==> src/core/aom_pkg.sv <==
// Shared constants and types of the angle output mapping core.
// Assumes one 50 MHz clock and a synchronous active-high reset.
package aom_pkg;
   localparam int ADC_W = 12;
   localparam int DAC_W = 12;
   localparam int WORD_W = 16;
   localparam int CODE_W = 22;
   localparam int ADDR_W = 4;
   localparam int CORDIC_ITER = 14;

   // Configuration word indices in non-volatile storage.
   localparam logic [3:0] IDX_ZERO = 4'h0;
   localparam logic [3:0] IDX_MAX = 4'h1;
   localparam logic [3:0] IDX_SWITCH = 4'h2;
   localparam logic [3:0] IDX_UPPER = 4'h3;
   localparam logic [3:0] IDX_LOWER = 4'h4;
   localparam logic [3:0] IDX_GAIN = 4'h5;
   localparam logic [3:0] IDX_CTRL = 4'h6;
   localparam logic [3:0] IDX_USER0 = 4'h7;
   localparam logic [3:0] IDX_USER1 = 4'h8;
   localparam logic [3:0] BOOT_LAST = 4'h8;

   // Control word bit positions.
   localparam int CTRL_FALLING = 0;
   localparam int CTRL_DIAG_HIGH = 1;
   localparam int CTRL_MAG_EN = 2;
   localparam int CTRL_LOCK = 15;

   localparam logic [15:0] SHADOW_RESET = 16'h0000;
   localparam logic [15:0] HALF_TURN = 16'h8000;

   // Output codes; the valid band is 4 to 96 percent of full scale.
   localparam logic [11:0] DIAG_LOW_CODE = 12'h020;
   localparam logic [11:0] DIAG_HIGH_CODE = 12'hfe0;
   localparam logic [11:0] VALID_MIN = 12'h0a4;
   localparam logic [11:0] VALID_MAX = 12'hf5c;

   typedef enum {M_IDLE, M_CONV_X, M_WAIT_X, M_CONV_Y, M_WAIT_Y, M_WAIT_C, M_MAP} aom_meas_type;
   typedef enum {B_ISSUE, B_WAIT, B_TAKE, B_DONE} aom_boot_type;
endpackage

==> src/core/aom_core.sv <==
// Angle output mapping core: bridge sampling, angle, range mapping and storage.
// Assumes an on-chip converter and storage macro on mclk, and a link decoder on mclk.
//
// Behaviour
// - Sample both bridge channels alternately through one converter.
// - Remove channel offsets, then compute the angle by iterative vector rotation.
// - Subtract programmed zero angle and scale by programmed range before output.
// - Angle wraps every half turn relative to the zero angle.
// - Map angle linearly to the output code; control bit selects rising or falling.
// - Rising: between maximum and switch angle, output the upper clamp level.
// - Rising: from switch angle up to zero plus half turn, output lower clamp.
// - Falling slope swaps upper and lower clamp levels in those regions.
// - Valid output lies inside the clamp band; outer band is reserved for errors.
// - Zero, both clamps and range are kept in non-volatile storage.
// - Two 16-bit user words can be written and read back.
// - Storage is reached only through the single line programming link.
// - Once the lock bit is set, every later write is refused for good.
// - After reset, stored words are copied into shadow registers.
// - Words carry check bits; single errors corrected, double errors force diagnosis.
`timescale 1ns/1ps
module aom_core (
   input wire logic mclk,
   input wire logic rst,
   input wire logic [11:0] adc_data,
   input wire logic adc_valid,
   output logic adc_start,
   output logic chan_sel,
   input wire logic [11:0] chan_offset_x,
   input wire logic [11:0] chan_offset_y,
   input wire logic magnet_weak,
   input wire logic bridge_open,
   input wire logic supply_bad,
   output logic nvm_rd,
   output logic nvm_wr,
   output logic [3:0] nvm_addr,
   output logic [21:0] nvm_wdata,
   input wire logic [21:0] nvm_rdata,
   input wire logic link_wr,
   input wire logic link_rd,
   input wire logic [3:0] link_addr,
   input wire logic [15:0] link_wdata,
   output logic [15:0] link_rdata,
   output logic link_rvalid,
   output logic link_refused,
   output logic [11:0] dac_code,
   output logic diag_active,
   output logic boot_done,
   output logic locked
);
   aom_pkg::aom_meas_type meas_q;
   aom_pkg::aom_boot_type boot_q;
   logic [15:0] shadow_q [0:8];
   logic [3:0] boot_idx_q;
   logic dbl_err_q;
   logic [2:0] pin_s1_q;
   logic [2:0] pin_s2_q;
   logic signed [12:0] x_q;
   logic signed [12:0] y_now;
   logic cordic_start;
   logic cordic_done;
   logic [15:0] angle;
   logic [21:0] enc_code;
   logic [15:0] dec_data;
   logic dec_double;
   logic addr_ok;
   logic wr_ok;
   logic rd_ok;
   logic map_fire;
   logic diag;
   logic falling;
   logic [15:0] rel;
   logic [31:0] prod;
   logic [11:0] lower_c;
   logic [11:0] upper_c;
   logic [11:0] band;
   logic [11:0] span;
   logic [11:0] mapped;
   logic [11:0] diag_code;

   ////////////////////////////////////////////////////////////////////////////////
   // Analog fault flags are asynchronous; each goes through two flops first.
   always_ff @(posedge mclk) begin
      if (rst) begin
         pin_s1_q <= 3'h0;
         pin_s2_q <= 3'h0;
      end else begin
         pin_s1_q <= {supply_bad, bridge_open, magnet_weak};
         pin_s2_q <= pin_s1_q;
      end
   end

   aom_word_guard u_guard (
      .enc_data(link_wdata),
      .enc_code(enc_code),
      .dec_code(nvm_rdata),
      .dec_data(dec_data),
      .dec_single(),
      .dec_double(dec_double)
   );

   ////////////////////////////////////////////////////////////////////////////////
   // Boot copy of storage into shadows, one word every three cycles.
   always_ff @(posedge mclk) begin
      if (rst) begin
         boot_q <= aom_pkg::B_ISSUE;
         boot_idx_q <= 4'h0;
         dbl_err_q <= 1'b0;
      end else begin
         case (boot_q)
            aom_pkg::B_ISSUE: begin
               boot_q <= aom_pkg::B_WAIT;
            end
            aom_pkg::B_WAIT: begin
               boot_q <= aom_pkg::B_TAKE;
            end
            aom_pkg::B_TAKE: begin
               if (dec_double) begin
                  dbl_err_q <= 1'b1;
               end
               if (boot_idx_q == aom_pkg::BOOT_LAST) begin
                  boot_q <= aom_pkg::B_DONE;
               end else begin
                  boot_idx_q <= boot_idx_q + 4'h1;
                  boot_q <= aom_pkg::B_ISSUE;
               end
            end
            default: begin
               boot_q <= aom_pkg::B_DONE;
            end
         endcase
      end
   end

   assign boot_done = (boot_q == aom_pkg::B_DONE);
   assign locked = shadow_q[aom_pkg::IDX_CTRL][aom_pkg::CTRL_LOCK];
   assign addr_ok = (link_addr <= aom_pkg::BOOT_LAST);
   assign wr_ok = link_wr && boot_done && addr_ok && !locked;
   assign rd_ok = link_rd && boot_done && addr_ok;
   assign link_refused = (link_wr && !wr_ok) || (link_rd && !rd_ok);

   ////////////////////////////////////////////////////////////////////////////////
   // Shadows hold the working configuration; a link write updates both copies.
   always_ff @(posedge mclk) begin
      if (rst) begin
         for (int i = 0; i < 9; i++) begin
            shadow_q[i] <= aom_pkg::SHADOW_RESET;
         end
      end else if (boot_q == aom_pkg::B_TAKE) begin
         shadow_q[boot_idx_q] <= dec_data;
      end else if (wr_ok) begin
         shadow_q[link_addr] <= link_wdata;
      end
   end

   always_ff @(posedge mclk) begin
      if (rst) begin
         nvm_rd <= 1'b0;
         nvm_wr <= 1'b0;
         nvm_addr <= 4'h0;
         nvm_wdata <= 22'h000000;
      end else begin
         nvm_rd <= (boot_q == aom_pkg::B_ISSUE);
         nvm_wr <= wr_ok;
         if (boot_q == aom_pkg::B_ISSUE) begin
            nvm_addr <= boot_idx_q;
         end else if (wr_ok) begin
            nvm_addr <= link_addr;
            nvm_wdata <= enc_code;
         end
      end
   end

   always_ff @(posedge mclk) begin
      if (rst) begin
         link_rvalid <= 1'b0;
         link_rdata <= 16'h0000;
      end else begin
         link_rvalid <= rd_ok;
         if (rd_ok) begin
            link_rdata <= shadow_q[link_addr];
         end
      end
   end

   ////////////////////////////////////////////////////////////////////////////////
   // Measurement loop: x sample, y sample, rotation, mapping, and again.
   assign adc_start = (meas_q == aom_pkg::M_CONV_X) || (meas_q == aom_pkg::M_CONV_Y);
   assign y_now = $signed({1'b0, adc_data}) - $signed({1'b0, chan_offset_y});
   assign cordic_start = (meas_q == aom_pkg::M_WAIT_Y) && adc_valid;
   assign map_fire = (meas_q == aom_pkg::M_MAP);

   always_ff @(posedge mclk) begin
      if (rst) begin
         meas_q <= aom_pkg::M_IDLE;
         chan_sel <= 1'b0;
         x_q <= 13'sh0000;
      end else begin
         case (meas_q)
            aom_pkg::M_IDLE: begin
               if (boot_done) begin
                  meas_q <= aom_pkg::M_CONV_X;
               end
            end
            aom_pkg::M_CONV_X: begin
               meas_q <= aom_pkg::M_WAIT_X;
            end
            aom_pkg::M_WAIT_X: begin
               if (adc_valid) begin
                  x_q <= $signed({1'b0, adc_data}) - $signed({1'b0, chan_offset_x});
                  chan_sel <= 1'b1;
                  meas_q <= aom_pkg::M_CONV_Y;
               end
            end
            aom_pkg::M_CONV_Y: begin
               meas_q <= aom_pkg::M_WAIT_Y;
            end
            aom_pkg::M_WAIT_Y: begin
               if (adc_valid) begin
                  chan_sel <= 1'b0;
                  meas_q <= aom_pkg::M_WAIT_C;
               end
            end
            aom_pkg::M_WAIT_C: begin
               if (cordic_done) begin
                  meas_q <= aom_pkg::M_MAP;
               end
            end
            default: begin
               meas_q <= aom_pkg::M_CONV_X;
            end
         endcase
      end
   end

   aom_cordic #(
      .IN_W(13),
      .ITER(aom_pkg::CORDIC_ITER)
   ) u_cordic (
      .mclk(mclk),
      .rst(rst),
      .start(cordic_start),
      .x_in(x_q),
      .y_in(y_now),
      .busy(),
      .done(cordic_done),
      .angle(angle)
   );

   ////////////////////////////////////////////////////////////////////////////////
   // The rotator sees doubled bridge angles, so a full 16-bit wrap is half a turn.
   assign falling = shadow_q[aom_pkg::IDX_CTRL][aom_pkg::CTRL_FALLING];
   assign rel = angle - shadow_q[aom_pkg::IDX_ZERO];
   assign prod = 32'(rel) * 32'(shadow_q[aom_pkg::IDX_GAIN]);

   // Clamp levels are pulled into the valid band so a bad setting cannot fake an error.
   always_comb begin
      lower_c = shadow_q[aom_pkg::IDX_LOWER][11:0];
      upper_c = shadow_q[aom_pkg::IDX_UPPER][11:0];
      if (lower_c < aom_pkg::VALID_MIN) lower_c = aom_pkg::VALID_MIN;
      if (lower_c > aom_pkg::VALID_MAX) lower_c = aom_pkg::VALID_MAX;
      if (upper_c < aom_pkg::VALID_MIN) upper_c = aom_pkg::VALID_MIN;
      if (upper_c > aom_pkg::VALID_MAX) upper_c = aom_pkg::VALID_MAX;
      if (upper_c < lower_c) upper_c = lower_c;
   end

   assign band = upper_c - lower_c;

   always_comb begin
      if (prod[31:28] != 4'h0 || prod[27:16] > band) begin
         span = band;
      end else begin
         span = prod[27:16];
      end
      if (rel <= shadow_q[aom_pkg::IDX_MAX]) begin
         mapped = falling ? upper_c - span : lower_c + span;
      end else if (rel < shadow_q[aom_pkg::IDX_SWITCH]) begin
         mapped = falling ? lower_c : upper_c;
      end else begin
         mapped = falling ? upper_c : lower_c;
      end
   end

   ////////////////////////////////////////////////////////////////////////////////
   // Before boot ends or with a bad supply only the low code is trustworthy.
   assign diag = !boot_done || dbl_err_q || pin_s2_q[2] || pin_s2_q[1]
                 || (pin_s2_q[0] && shadow_q[aom_pkg::IDX_CTRL][aom_pkg::CTRL_MAG_EN]);
   assign diag_code = (!boot_done || pin_s2_q[2] || !shadow_q[aom_pkg::IDX_CTRL][aom_pkg::CTRL_DIAG_HIGH])
                      ? aom_pkg::DIAG_LOW_CODE : aom_pkg::DIAG_HIGH_CODE;

   always_ff @(posedge mclk) begin
      if (rst) begin
         dac_code <= aom_pkg::DIAG_LOW_CODE;
         diag_active <= 1'b1;
      end else begin
         diag_active <= diag;
         if (diag) begin
            dac_code <= diag_code;
         end else if (map_fire) begin
            dac_code <= mapped;
         end
      end
   end

   ////////////////////////////////////////////////////////////////////////////////
   AST_CHAN_X: assert property (@(posedge mclk) disable iff (rst)
      (meas_q == aom_pkg::M_WAIT_X) |-> !chan_sel) else $error("x sample taken on wrong channel");
   AST_CHAN_Y: assert property (@(posedge mclk) disable iff (rst)
      (meas_q == aom_pkg::M_WAIT_X && adc_valid) |=> chan_sel ##1 (chan_sel && meas_q == aom_pkg::M_WAIT_Y))
      else $error("y sample does not follow x sample");
   AST_ROT_SEQ: assert property (@(posedge mclk) disable iff (rst)
      (meas_q == aom_pkg::M_WAIT_C && cordic_done) |=> map_fire ##1 (meas_q == aom_pkg::M_CONV_X))
      else $error("mapping does not follow rotation");
   AST_ZERO_POINT: assert property (@(posedge mclk) disable iff (rst)
      (map_fire && !diag && rel == 16'h0000 && !falling) |=> (dac_code == $past(lower_c)))
      else $error("zero angle does not give lower clamp");
   AST_FALL_ZERO: assert property (@(posedge mclk) disable iff (rst)
      (map_fire && !diag && rel == 16'h0000 && falling) |=> (dac_code == $past(upper_c)))
      else $error("falling slope zero angle does not give upper clamp");
   AST_OVER_RANGE: assert property (@(posedge mclk) disable iff (rst)
      (map_fire && !diag && !falling && rel > shadow_q[aom_pkg::IDX_MAX] && rel < shadow_q[aom_pkg::IDX_SWITCH])
      |=> (dac_code == $past(upper_c))) else $error("over range does not give upper clamp");
   AST_PAST_SWITCH: assert property (@(posedge mclk) disable iff (rst)
      (map_fire && !diag && !falling && rel > shadow_q[aom_pkg::IDX_MAX] && rel >= shadow_q[aom_pkg::IDX_SWITCH])
      |=> (dac_code == $past(lower_c))) else $error("past switch angle does not give lower clamp");
   AST_FALL_SWAP: assert property (@(posedge mclk) disable iff (rst)
      (map_fire && !diag && falling && rel > shadow_q[aom_pkg::IDX_MAX] && rel < shadow_q[aom_pkg::IDX_SWITCH])
      |=> (dac_code == $past(lower_c))) else $error("falling slope clamps not swapped");
   AST_VALID_BAND: assert property (@(posedge mclk) disable iff (rst)
      (map_fire && !diag) |=> (dac_code >= aom_pkg::VALID_MIN && dac_code <= aom_pkg::VALID_MAX))
      else $error("angle code outside valid band");
   AST_DIAG_BAND: assert property (@(posedge mclk) disable iff (rst)
      diag |=> (diag_active && (dac_code < aom_pkg::VALID_MIN || dac_code > aom_pkg::VALID_MAX)))
      else $error("diagnostic condition without diagnostic code");
   AST_LOCK_REFUSE: assert property (@(posedge mclk) disable iff (rst)
      (locked && link_wr) |-> link_refused ##1 !nvm_wr) else $error("write accepted after lock");
   AST_LOCK_STAYS: assert property (@(posedge mclk) disable iff (rst)
      locked |=> locked) else $error("lock bit cleared");
   AST_DOUBLE_ERR: assert property (@(posedge mclk) disable iff (rst)
      (boot_q == aom_pkg::B_TAKE && dec_double) |-> ##2 diag_active ##1 diag_active)
      else $error("double bit error did not force diagnosis");
   AST_BOOT_COPY: assert property (@(posedge mclk) disable iff (rst)
      $rose(boot_done) |-> ($past(boot_idx_q) == aom_pkg::BOOT_LAST && $past(boot_q) == aom_pkg::B_TAKE))
      else $error("boot ended before last word copied");
   AST_USER_READ: assert property (@(posedge mclk) disable iff (rst)
      (rd_ok && link_addr == aom_pkg::IDX_USER0) |=> (link_rvalid && link_rdata == $past(shadow_q[aom_pkg::IDX_USER0])))
      else $error("user word read back wrong");
endmodule

==> src/core/aom_cordic.sv <==
// Iterative vectoring rotator: turns an x/y pair into a 16-bit angle.
// Assumes start is a one-cycle pulse and is not repeated while busy.
`timescale 1ns/1ps
module aom_cordic #(
   parameter int IN_W = 13,
   parameter int ITER = aom_pkg::CORDIC_ITER
) (
   input wire logic mclk,
   input wire logic rst,
   input wire logic start,
   input wire logic signed [IN_W-1:0] x_in,
   input wire logic signed [IN_W-1:0] y_in,
   output logic busy,
   output logic done,
   output logic [15:0] angle
);
   logic signed [15:0] x_q;
   logic signed [15:0] y_q;
   logic [15:0] z_q;
   logic [3:0] iter_q;
   logic signed [15:0] sx;
   logic signed [15:0] sy;

   function automatic logic [15:0] atan_step(input logic [3:0] i);
      case (i)
         4'h0: atan_step = 16'h2000;
         4'h1: atan_step = 16'h12e4;
         4'h2: atan_step = 16'h09fb;
         4'h3: atan_step = 16'h0511;
         4'h4: atan_step = 16'h028b;
         4'h5: atan_step = 16'h0146;
         4'h6: atan_step = 16'h00a3;
         4'h7: atan_step = 16'h0051;
         4'h8: atan_step = 16'h0029;
         4'h9: atan_step = 16'h0014;
         4'ha: atan_step = 16'h000a;
         4'hb: atan_step = 16'h0005;
         4'hc: atan_step = 16'h0003;
         default: atan_step = 16'h0001;
      endcase
   endfunction

   assign sx = x_q >>> iter_q;
   assign sy = y_q >>> iter_q;

   ////////////////////////////////////////////////////////////////////////////////
   always_ff @(posedge mclk) begin
      if (rst) begin
         x_q <= 16'sh0000;
         y_q <= 16'sh0000;
         z_q <= 16'h0000;
         iter_q <= 4'h0;
         busy <= 1'b0;
         done <= 1'b0;
         angle <= 16'h0000;
      end else begin
         done <= 1'b0;
         if (start) begin
            // A left-half vector is turned by half a circle first so the steps converge.
            if (x_in < 0) begin
               x_q <= -16'(x_in);
               y_q <= -16'(y_in);
               z_q <= aom_pkg::HALF_TURN;
            end else begin
               x_q <= 16'(x_in);
               y_q <= 16'(y_in);
               z_q <= 16'h0000;
            end
            iter_q <= 4'h0;
            busy <= 1'b1;
         end else if (busy) begin
            if (!y_q[15]) begin
               x_q <= x_q + sy;
               y_q <= y_q - sx;
               z_q <= z_q + atan_step(iter_q);
            end else begin
               x_q <= x_q - sy;
               y_q <= y_q + sx;
               z_q <= z_q - atan_step(iter_q);
            end
            iter_q <= iter_q + 4'h1;
            if (iter_q == 4'(ITER - 1)) begin
               busy <= 1'b0;
               done <= 1'b1;
               angle <= (!y_q[15]) ? z_q + atan_step(iter_q) : z_q - atan_step(iter_q);
            end
         end
      end
   end
endmodule

==> src/core/aom_word_guard.sv <==
// Encoder and decoder for 16-bit words kept as 22-bit code words.
// Purely combinational; code bit 0 is overall parity, bits 1..21 a Hamming code.
`timescale 1ns/1ps
module aom_word_guard (
   input wire logic [15:0] enc_data,
   output logic [21:0] enc_code,
   input wire logic [21:0] dec_code,
   output logic [15:0] dec_data,
   output logic dec_single,
   output logic dec_double
);
   always_comb begin
      int j;
      enc_code = 22'h000000;
      j = 0;
      for (int p = 1; p < 22; p++) begin
         if ((p & (p - 1)) != 0) begin
            enc_code[p] = enc_data[j];
            j++;
         end
      end
      for (int k = 0; k < 5; k++) begin
         for (int p = 1; p < 22; p++) begin
            if (((p >> k) & 1) == 1 && p != (1 << k)) begin
               enc_code[1 << k] = enc_code[1 << k] ^ enc_code[p];
            end
         end
      end
      enc_code[0] = ^enc_code[21:1];
   end

   ////////////////////////////////////////////////////////////////////////////////
   always_comb begin
      logic [4:0] syn;
      logic par;
      logic [21:0] fixed;
      int j;
      syn = 5'h00;
      par = ^dec_code;
      fixed = dec_code;
      dec_single = 1'b0;
      dec_double = 1'b0;
      dec_data = 16'h0000;
      j = 0;
      for (int p = 1; p < 22; p++) begin
         for (int k = 0; k < 5; k++) begin
            if (((p >> k) & 1) == 1) begin
               syn[k] = syn[k] ^ dec_code[p];
            end
         end
      end
      // An even overall parity with a nonzero syndrome means two flipped bits.
      if (syn != 5'h00 && par) begin
         if (syn < 5'h16) begin
            fixed[syn] = ~fixed[syn];
            dec_single = 1'b1;
         end else begin
            dec_double = 1'b1;
         end
      end else if (syn != 5'h00) begin
         dec_double = 1'b1;
      end else if (par) begin
         dec_single = 1'b1;
      end
      for (int p = 1; p < 22; p++) begin
         if ((p & (p - 1)) != 0) begin
            dec_data[j] = fixed[p];
            j++;
         end
      end
   end
endmodule

==> config.mk <==
export PLATFORM = sky130hd
export DESIGN_NAME = aom_core
export DESIGN_NICKNAME = d
export VERILOG_FILES = /design/src/core/aom_pkg.sv /design/src/core/aom_core.sv /design/src/core/aom_cordic.sv /design/src/core/aom_word_guard.sv
export SDC_FILE = /design/constraint.sdc
export NUM_CORES = 2
export LEC_CHECK = 0
export BUFFER_PORTS_ARGS = -buffer_cell sky130_fd_sc_hd__buf_2
export CORE_AREA = 2 2 331 333
export CTS_CLUSTER_DIAMETER = 150
export DETAILED_ROUTE_END_ITERATION = 10
export DIE_AREA = 0 0 333 335
export GPL_TIMING_DRIVEN = 0
export PLACE_DENSITY = 0.55
export SETUP_SLACK_MARGIN = 0.1
export SLEW_MARGIN = 5
export SYNTH_ARGS = -nofsm -noshare
export SYNTH_HDL_FRONTEND = slang
export SYNTH_SLANG_ARGS = --single-unit
==> constraint.sdc <==
create_clock -name mclk -period 12.9 [get_ports mclk]
set_input_delay 2.58 -clock mclk [delete_from_list [all_inputs] [get_ports mclk]]
set_output_delay 2.58 -clock mclk [all_outputs]
set_load 0.02 [all_outputs]
# Word level (Yosys, flattened, before mapping)

Memory sizes are Yosys's and may differ from the RTL's. A register that Yosys moved wholly into a read port is not among the register bits.
Cells that the tools add are included.

Add/subtract/negate cells: 18
$mul: 1
Magnitude comparators: 13
Eq/ne operators: 19
Shifts and indexed selects: 2
Multiplexer cells: 92
Bitwise gates (word level): 80
Reductions and logical operators: 47

Operators with widths:

| kind                   | number |
|---|---|
| $mux W16               | 31 |
| $pmux W32 S6           | 1 |
| $mux W12               | 14 |
| $eq A32 B3 Y1 const B  | 5 |
| $eq A32 B2 Y1 const B  | 4 |
| $mux W32               | 4 |
| $logic_not A32 Y1      | 3 |
| $sub A16 B16 Y16       | 5 |
| $xor A1 B1 Y1          | 75 |
| $add A16 B16 Y16       | 4 |
| $eq A32 B1 Y1 const B  | 2 |
| $eq A32 B4 Y1 const B  | 2 |
| $mux W4                | 12 |
| $mux W22               | 2 |
| $mul A16 B16 Y32       | 1 |
| $neg A13 Y16           | 2 |
| $reduce_or A16 Y1      | 2 |
| $sshr A16 B4 Y16       | 2 |
| $sub A12 B12 Y13       | 2 |
| $gt A12 B12 Y1 const B | 2 |
| $lt A12 B8 Y1 const B  | 2 |
| $sub A12 B12 Y12       | 2 |
| $bwmux W22             | 1 |
| $mux W1                | 22 |
| other kinds (33)       | 70 |

Register bits: 201
RAM bits: 144
Memory bits (read-only): 896
Input port bits: 86
Logic and storage cells: 299
Memories: 5

Memory list:

| memory          | words | bits a word | read ports | clocked after memory_dff | wr ports | RTL line         | source |
|---|---|---|---|---|---|---|---|
| (no name shown) | 16    | 14          | 1          | 1                        | 0        | aom_cordic.sv:25 | `case (i)` |
| (no name shown) | 16    | 14          | 1          | 1                        | 0        | aom_cordic.sv:25 |  |
| (no name shown) | 16    | 14          | 1          | 1                        | 0        | aom_cordic.sv:25 |  |
| (no name shown) | 16    | 14          | 1          | 1                        | 0        | aom_cordic.sv:25 |  |
| shadow_q        | 9     | 16          | 8          | 1                        | 9        | aom_core.sv:52   | `logic [15:0] shadow_q [0:8];` |

# Depth between registers and ports, before layout

Depth in word-level cells: 19
Depth in mapped cells: 64
Depth with buffers taken out: 62

# By module

A second synthesis with hierarchy kept.

Cells, all modules: 3,686
Area, all modules: 32,558.7 µm²

Modules (own cells, without submodules):

| module         | times used | cells an instance | area each (µm²) | sequential area each (µm²) |
|---|---|---|---|---|
| aom_core       | 1          | 2,549             | 22,994.6        | 6,085.8 |
| aom_cordic     | 1          | 992               | 8,211.6         | 1,681.6 |
| aom_word_guard | 1          | 145               | 1,352.5         | 0.0 |

# Worst setup path after synthesis

No wires, ideal clock.

Path type: reg2reg
From: memory shadow_q[0][0]
To: register dac_code[11]
Setup time: 0.137 ns
Arrival time: 12.589 ns
Required time: 12.763 ns
Setup slack: 0.174 ns
Cell stages (with the launch flop): 59
Buffers on the path: 3
Cells stage by stage: edfxtp_1 -> ha_1 -> fa_1 -> nor2b_1 -> o21ai_0 -> a21boi_0 -> o21ai_0 -> a21boi_0 -> o21ai_0 -> a21boi_0 -> o21ai_0 -> a211oi_1 -> xor2_1 -> clkbuf_1 -> nand2_1 -> fa_1 -> fa_1 -> inv_1 -> (+23 left out) -> clkbuf_1 -> buf_4 -> nand2_1 -> o21a_1 -> inv_1 -> ha_1 -> nor2b_1 -> o21a_1 -> o21ai_0 -> a211oi_1 -> nor2_1 -> a211o_1 -> nor3b_1 -> or3_1 -> a32o_1 -> or3_1 -> a31oi_1 -> o221ai_1

RTL lines:

| what                 | RTL line        | source |
|---|---|---|
| start, declared      | aom_core.sv:52  |  |
| end signal, assigned | aom_core.sv:292 | `dac_code <= aom_pkg::DIAG_LOW_CODE;` |
| end signal, assigned | aom_core.sv:297 | `dac_code <= diag_code;` |
| end signal, assigned | aom_core.sv:299 | `dac_code <= mapped;` |
| end, declared        | aom_core.sv:45  | `output logic [11:0] dac_code,` |

==> metrics.txt <==
cts hold-fix bufs=0; Routed Wire Length=between 100000 and 150000 um; CP max stage delay=between 500 and 600 ps; crit share post-route=a little over nine tenths; Worst-path clk slew=about 60 ps; syn_area_per_cell=just under 9 um2; drt via density=between 5 and 6; EDFF count, synth=around 140; Power per Cell Area=between 200 and 250 mW/mm2; number of stages on the worst setup path=62; fill cell count=approximately 11000; Multi-input gate area=roughly 0.023 mm2; predominant post-synthesis flop cell=dfxtp_1; Top delay family on crit path=adder cells; Leakage Power=about 0.016 uW; wire per inst=about 19 um; initial drt markers=1984; DPL Wire Length=83000 um; Via Count=about 27000; Final Non-Filler Cells=approximately 5400; Layout area overhead=16.2%; share of cells above drive strength 1=about 14%; Seq/Total Area, Yosys=around 24%; Crit. End Element=flop; slowest cell on the critical path=fa_1; overall routing resource usage=between 10% and 20%; first-pass GRT wire length=between 150000 and 200000 um; clock sinks=316; worst slew pin tran=approximately 1000 ps; CTS Root Cell=clkbuf_16; RSZ-0062 raised after global routing=true; Max rail drop VDD=roughly 0.25 mV; run status=finished clean; Max-cap violations=0; Site Rows=121; fin nets=~4500; vias in the first global route=27233; Die W=between 300 and 400 um; startpoint types=flop; skew final=around 24 ps; drt first pass iters=5; Hold Path Class=reg -> reg; CP required=~13000 ps; CP Buf/Inv Count=22; starting density of the core=between 20 and 30%; Die Y-Extent=roughly 340 um; Final Hold Fails=0; Period minus WS final=12480 ps; clock tree buffer depth=3; CTS tree=yes; register area=0.00777 mm2; Setup violations, final=0; Async SR Flop Fraction=0%; placed instance count=around 5200; Ys Warns=0; global route total overflow=0; syn_nets=4253; I/O pin count=between 100 and 150; Most common cell on crit path=buf_4; Unique masters post-synth=94; initial antenna violation count=4; overall power=about 7900 uW; commonest non-fill, non-tap cell in the layout=nand2_1; Syn Std Cell Area=between 0.03 and 0.04 mm2; Setup Crit Path Kind=reg -> reg; CP max FO=11; Worst Hold Depth=1; fmax=0.0801 GHz; Port Buf Inserts=146; FF+latch count, synth=approximately 320; most frequent cells in the layout=430 x nand2_1, 407 x inv_1, 391 x nor2_1; Clk Latency, worst-skew pair=~580 ps; Pins Over Slew Limit=0; Die ar.=around 0.11 mm2; CTS Buf Count=36; core area=about 0.11 mm2; largest net degree at the start of global routing=17; Post-Synthesis Cells=approximately 3700; max_slew headroom=32.8%; # H-tree levels=2; DRC Markers=0; Reg2Reg Depth=62; Routed Antenna Nets=0; routability congestion estimate=about 0.94; crit path DAT=between 10000 and 15000 ps
==> layer usage <==
metal  share of wire, %  track usage, %  wire [um]
met4                2.9            5.18       3020
met3                5.4            2.05       5690
met1                 46            25.6      48000
met5              0.029               0         30
met2                 46            30.5      48000
==> synthesized netlist by cell type (42+ instances only) <==
cell      number  share of area [%]
and2_1        98                1.9
mux2i_1       74                2.3
nor3_1        51               0.80
a21oi_1      209                3.3
a211oi_1      53                1.2
inv_1        415                4.9
fa_1         202                 13
a21o_1        43                1.0
ha_1         286                 11
xnor2_1      170                4.6
o21ai_0      114                1.8
clkbuf_1     135                1.6
mux4_2        61                4.3
nor2b_1       60                1.2
nand2_1      434                5.1
dfxtp_1      172                 11
xor2_1        64                1.7
edfxtp_1     144                 13
nor2_1       396                4.6
nand3_1       42               0.66
==> cell families after synthesis <==
| kind of cell | share of synthesized area, % |
|---|---|
| AND/OR/NAND/NOR | 17.3 |
| AO/OA/AOI/OAI | 13.4 |
| XOR/XNOR | 6.63 |
| multiplexers | 7.62 |
| flip-flops | 24.2 |
| adder cells (fa/ha/maj) | 23.8 |
| buffers and inverters | 7.05 |
==> area by class of cell <==
cell class	instances	share of cell area [%]
clock buffers	49	2.88
repair buffers	220	3.55
diodes	1	0.00671
plain buffers	171	2.11
multi-input cells	2774	61.1
flip-flops and latches	316	20.8
clock inverters	16	0.581
inverters	417	4.21
well taps	1414	4.75
==> sequential cells by signal, summed over array words and instances (netlist names), 4 cells and up, named ones only <==
register         cells
u_cordic.x_q        16
u_cordic.iter_q      4
u_cordic.y_q        16
link_rdata          16
x_q                 13
shadow_q           144
nvm_addr             4
u_cordic.z_q        16
u_cordic.angle      16
boot_idx_q           4
nvm_wdata           22
dac_code            12
==> through the flow <==
step,hold slack [ps],setup TNS [ps],setup WS (ps),utilization (%),cell area (um2)
detailed placement,427,-17680,-2600,32.0,34600
global route,463,-220,-129,34.5,37300
global placement,420,-17840,-2580,32.0,34600
floorplan,414,0,174,-,32100
CTS,443,0,103,34.0,36700
finish,442,0,416,34.5,37300
==> final timing paths <==
path,startpoint,to,slack (ps)
max,shadow_q[0][0],dac_code[7],420
min reg2reg,pin_s1_q[2],pin_s2_q[2],440
max reg2reg,shadow_q[0][0],dac_code[7],420
min,pin_s1_q[2],pin_s2_q[2],440
==> repair_timing <==
item	CTS	global route
setup buffers	54	19
setup endpoints to repair	12	8
resized for setup	108	89
pin swaps	72	71
cloned	0	0
==> power by group <==
group          internal, uW  switching, uW  total (uW)  leakage, uW
logic                  2570           3150        5720       0.0126
clock network           670            461        1130     0.000640
registers              1070           24.2        1090      0.00288
Note: power is estimated with default switching activity, not from simulation.
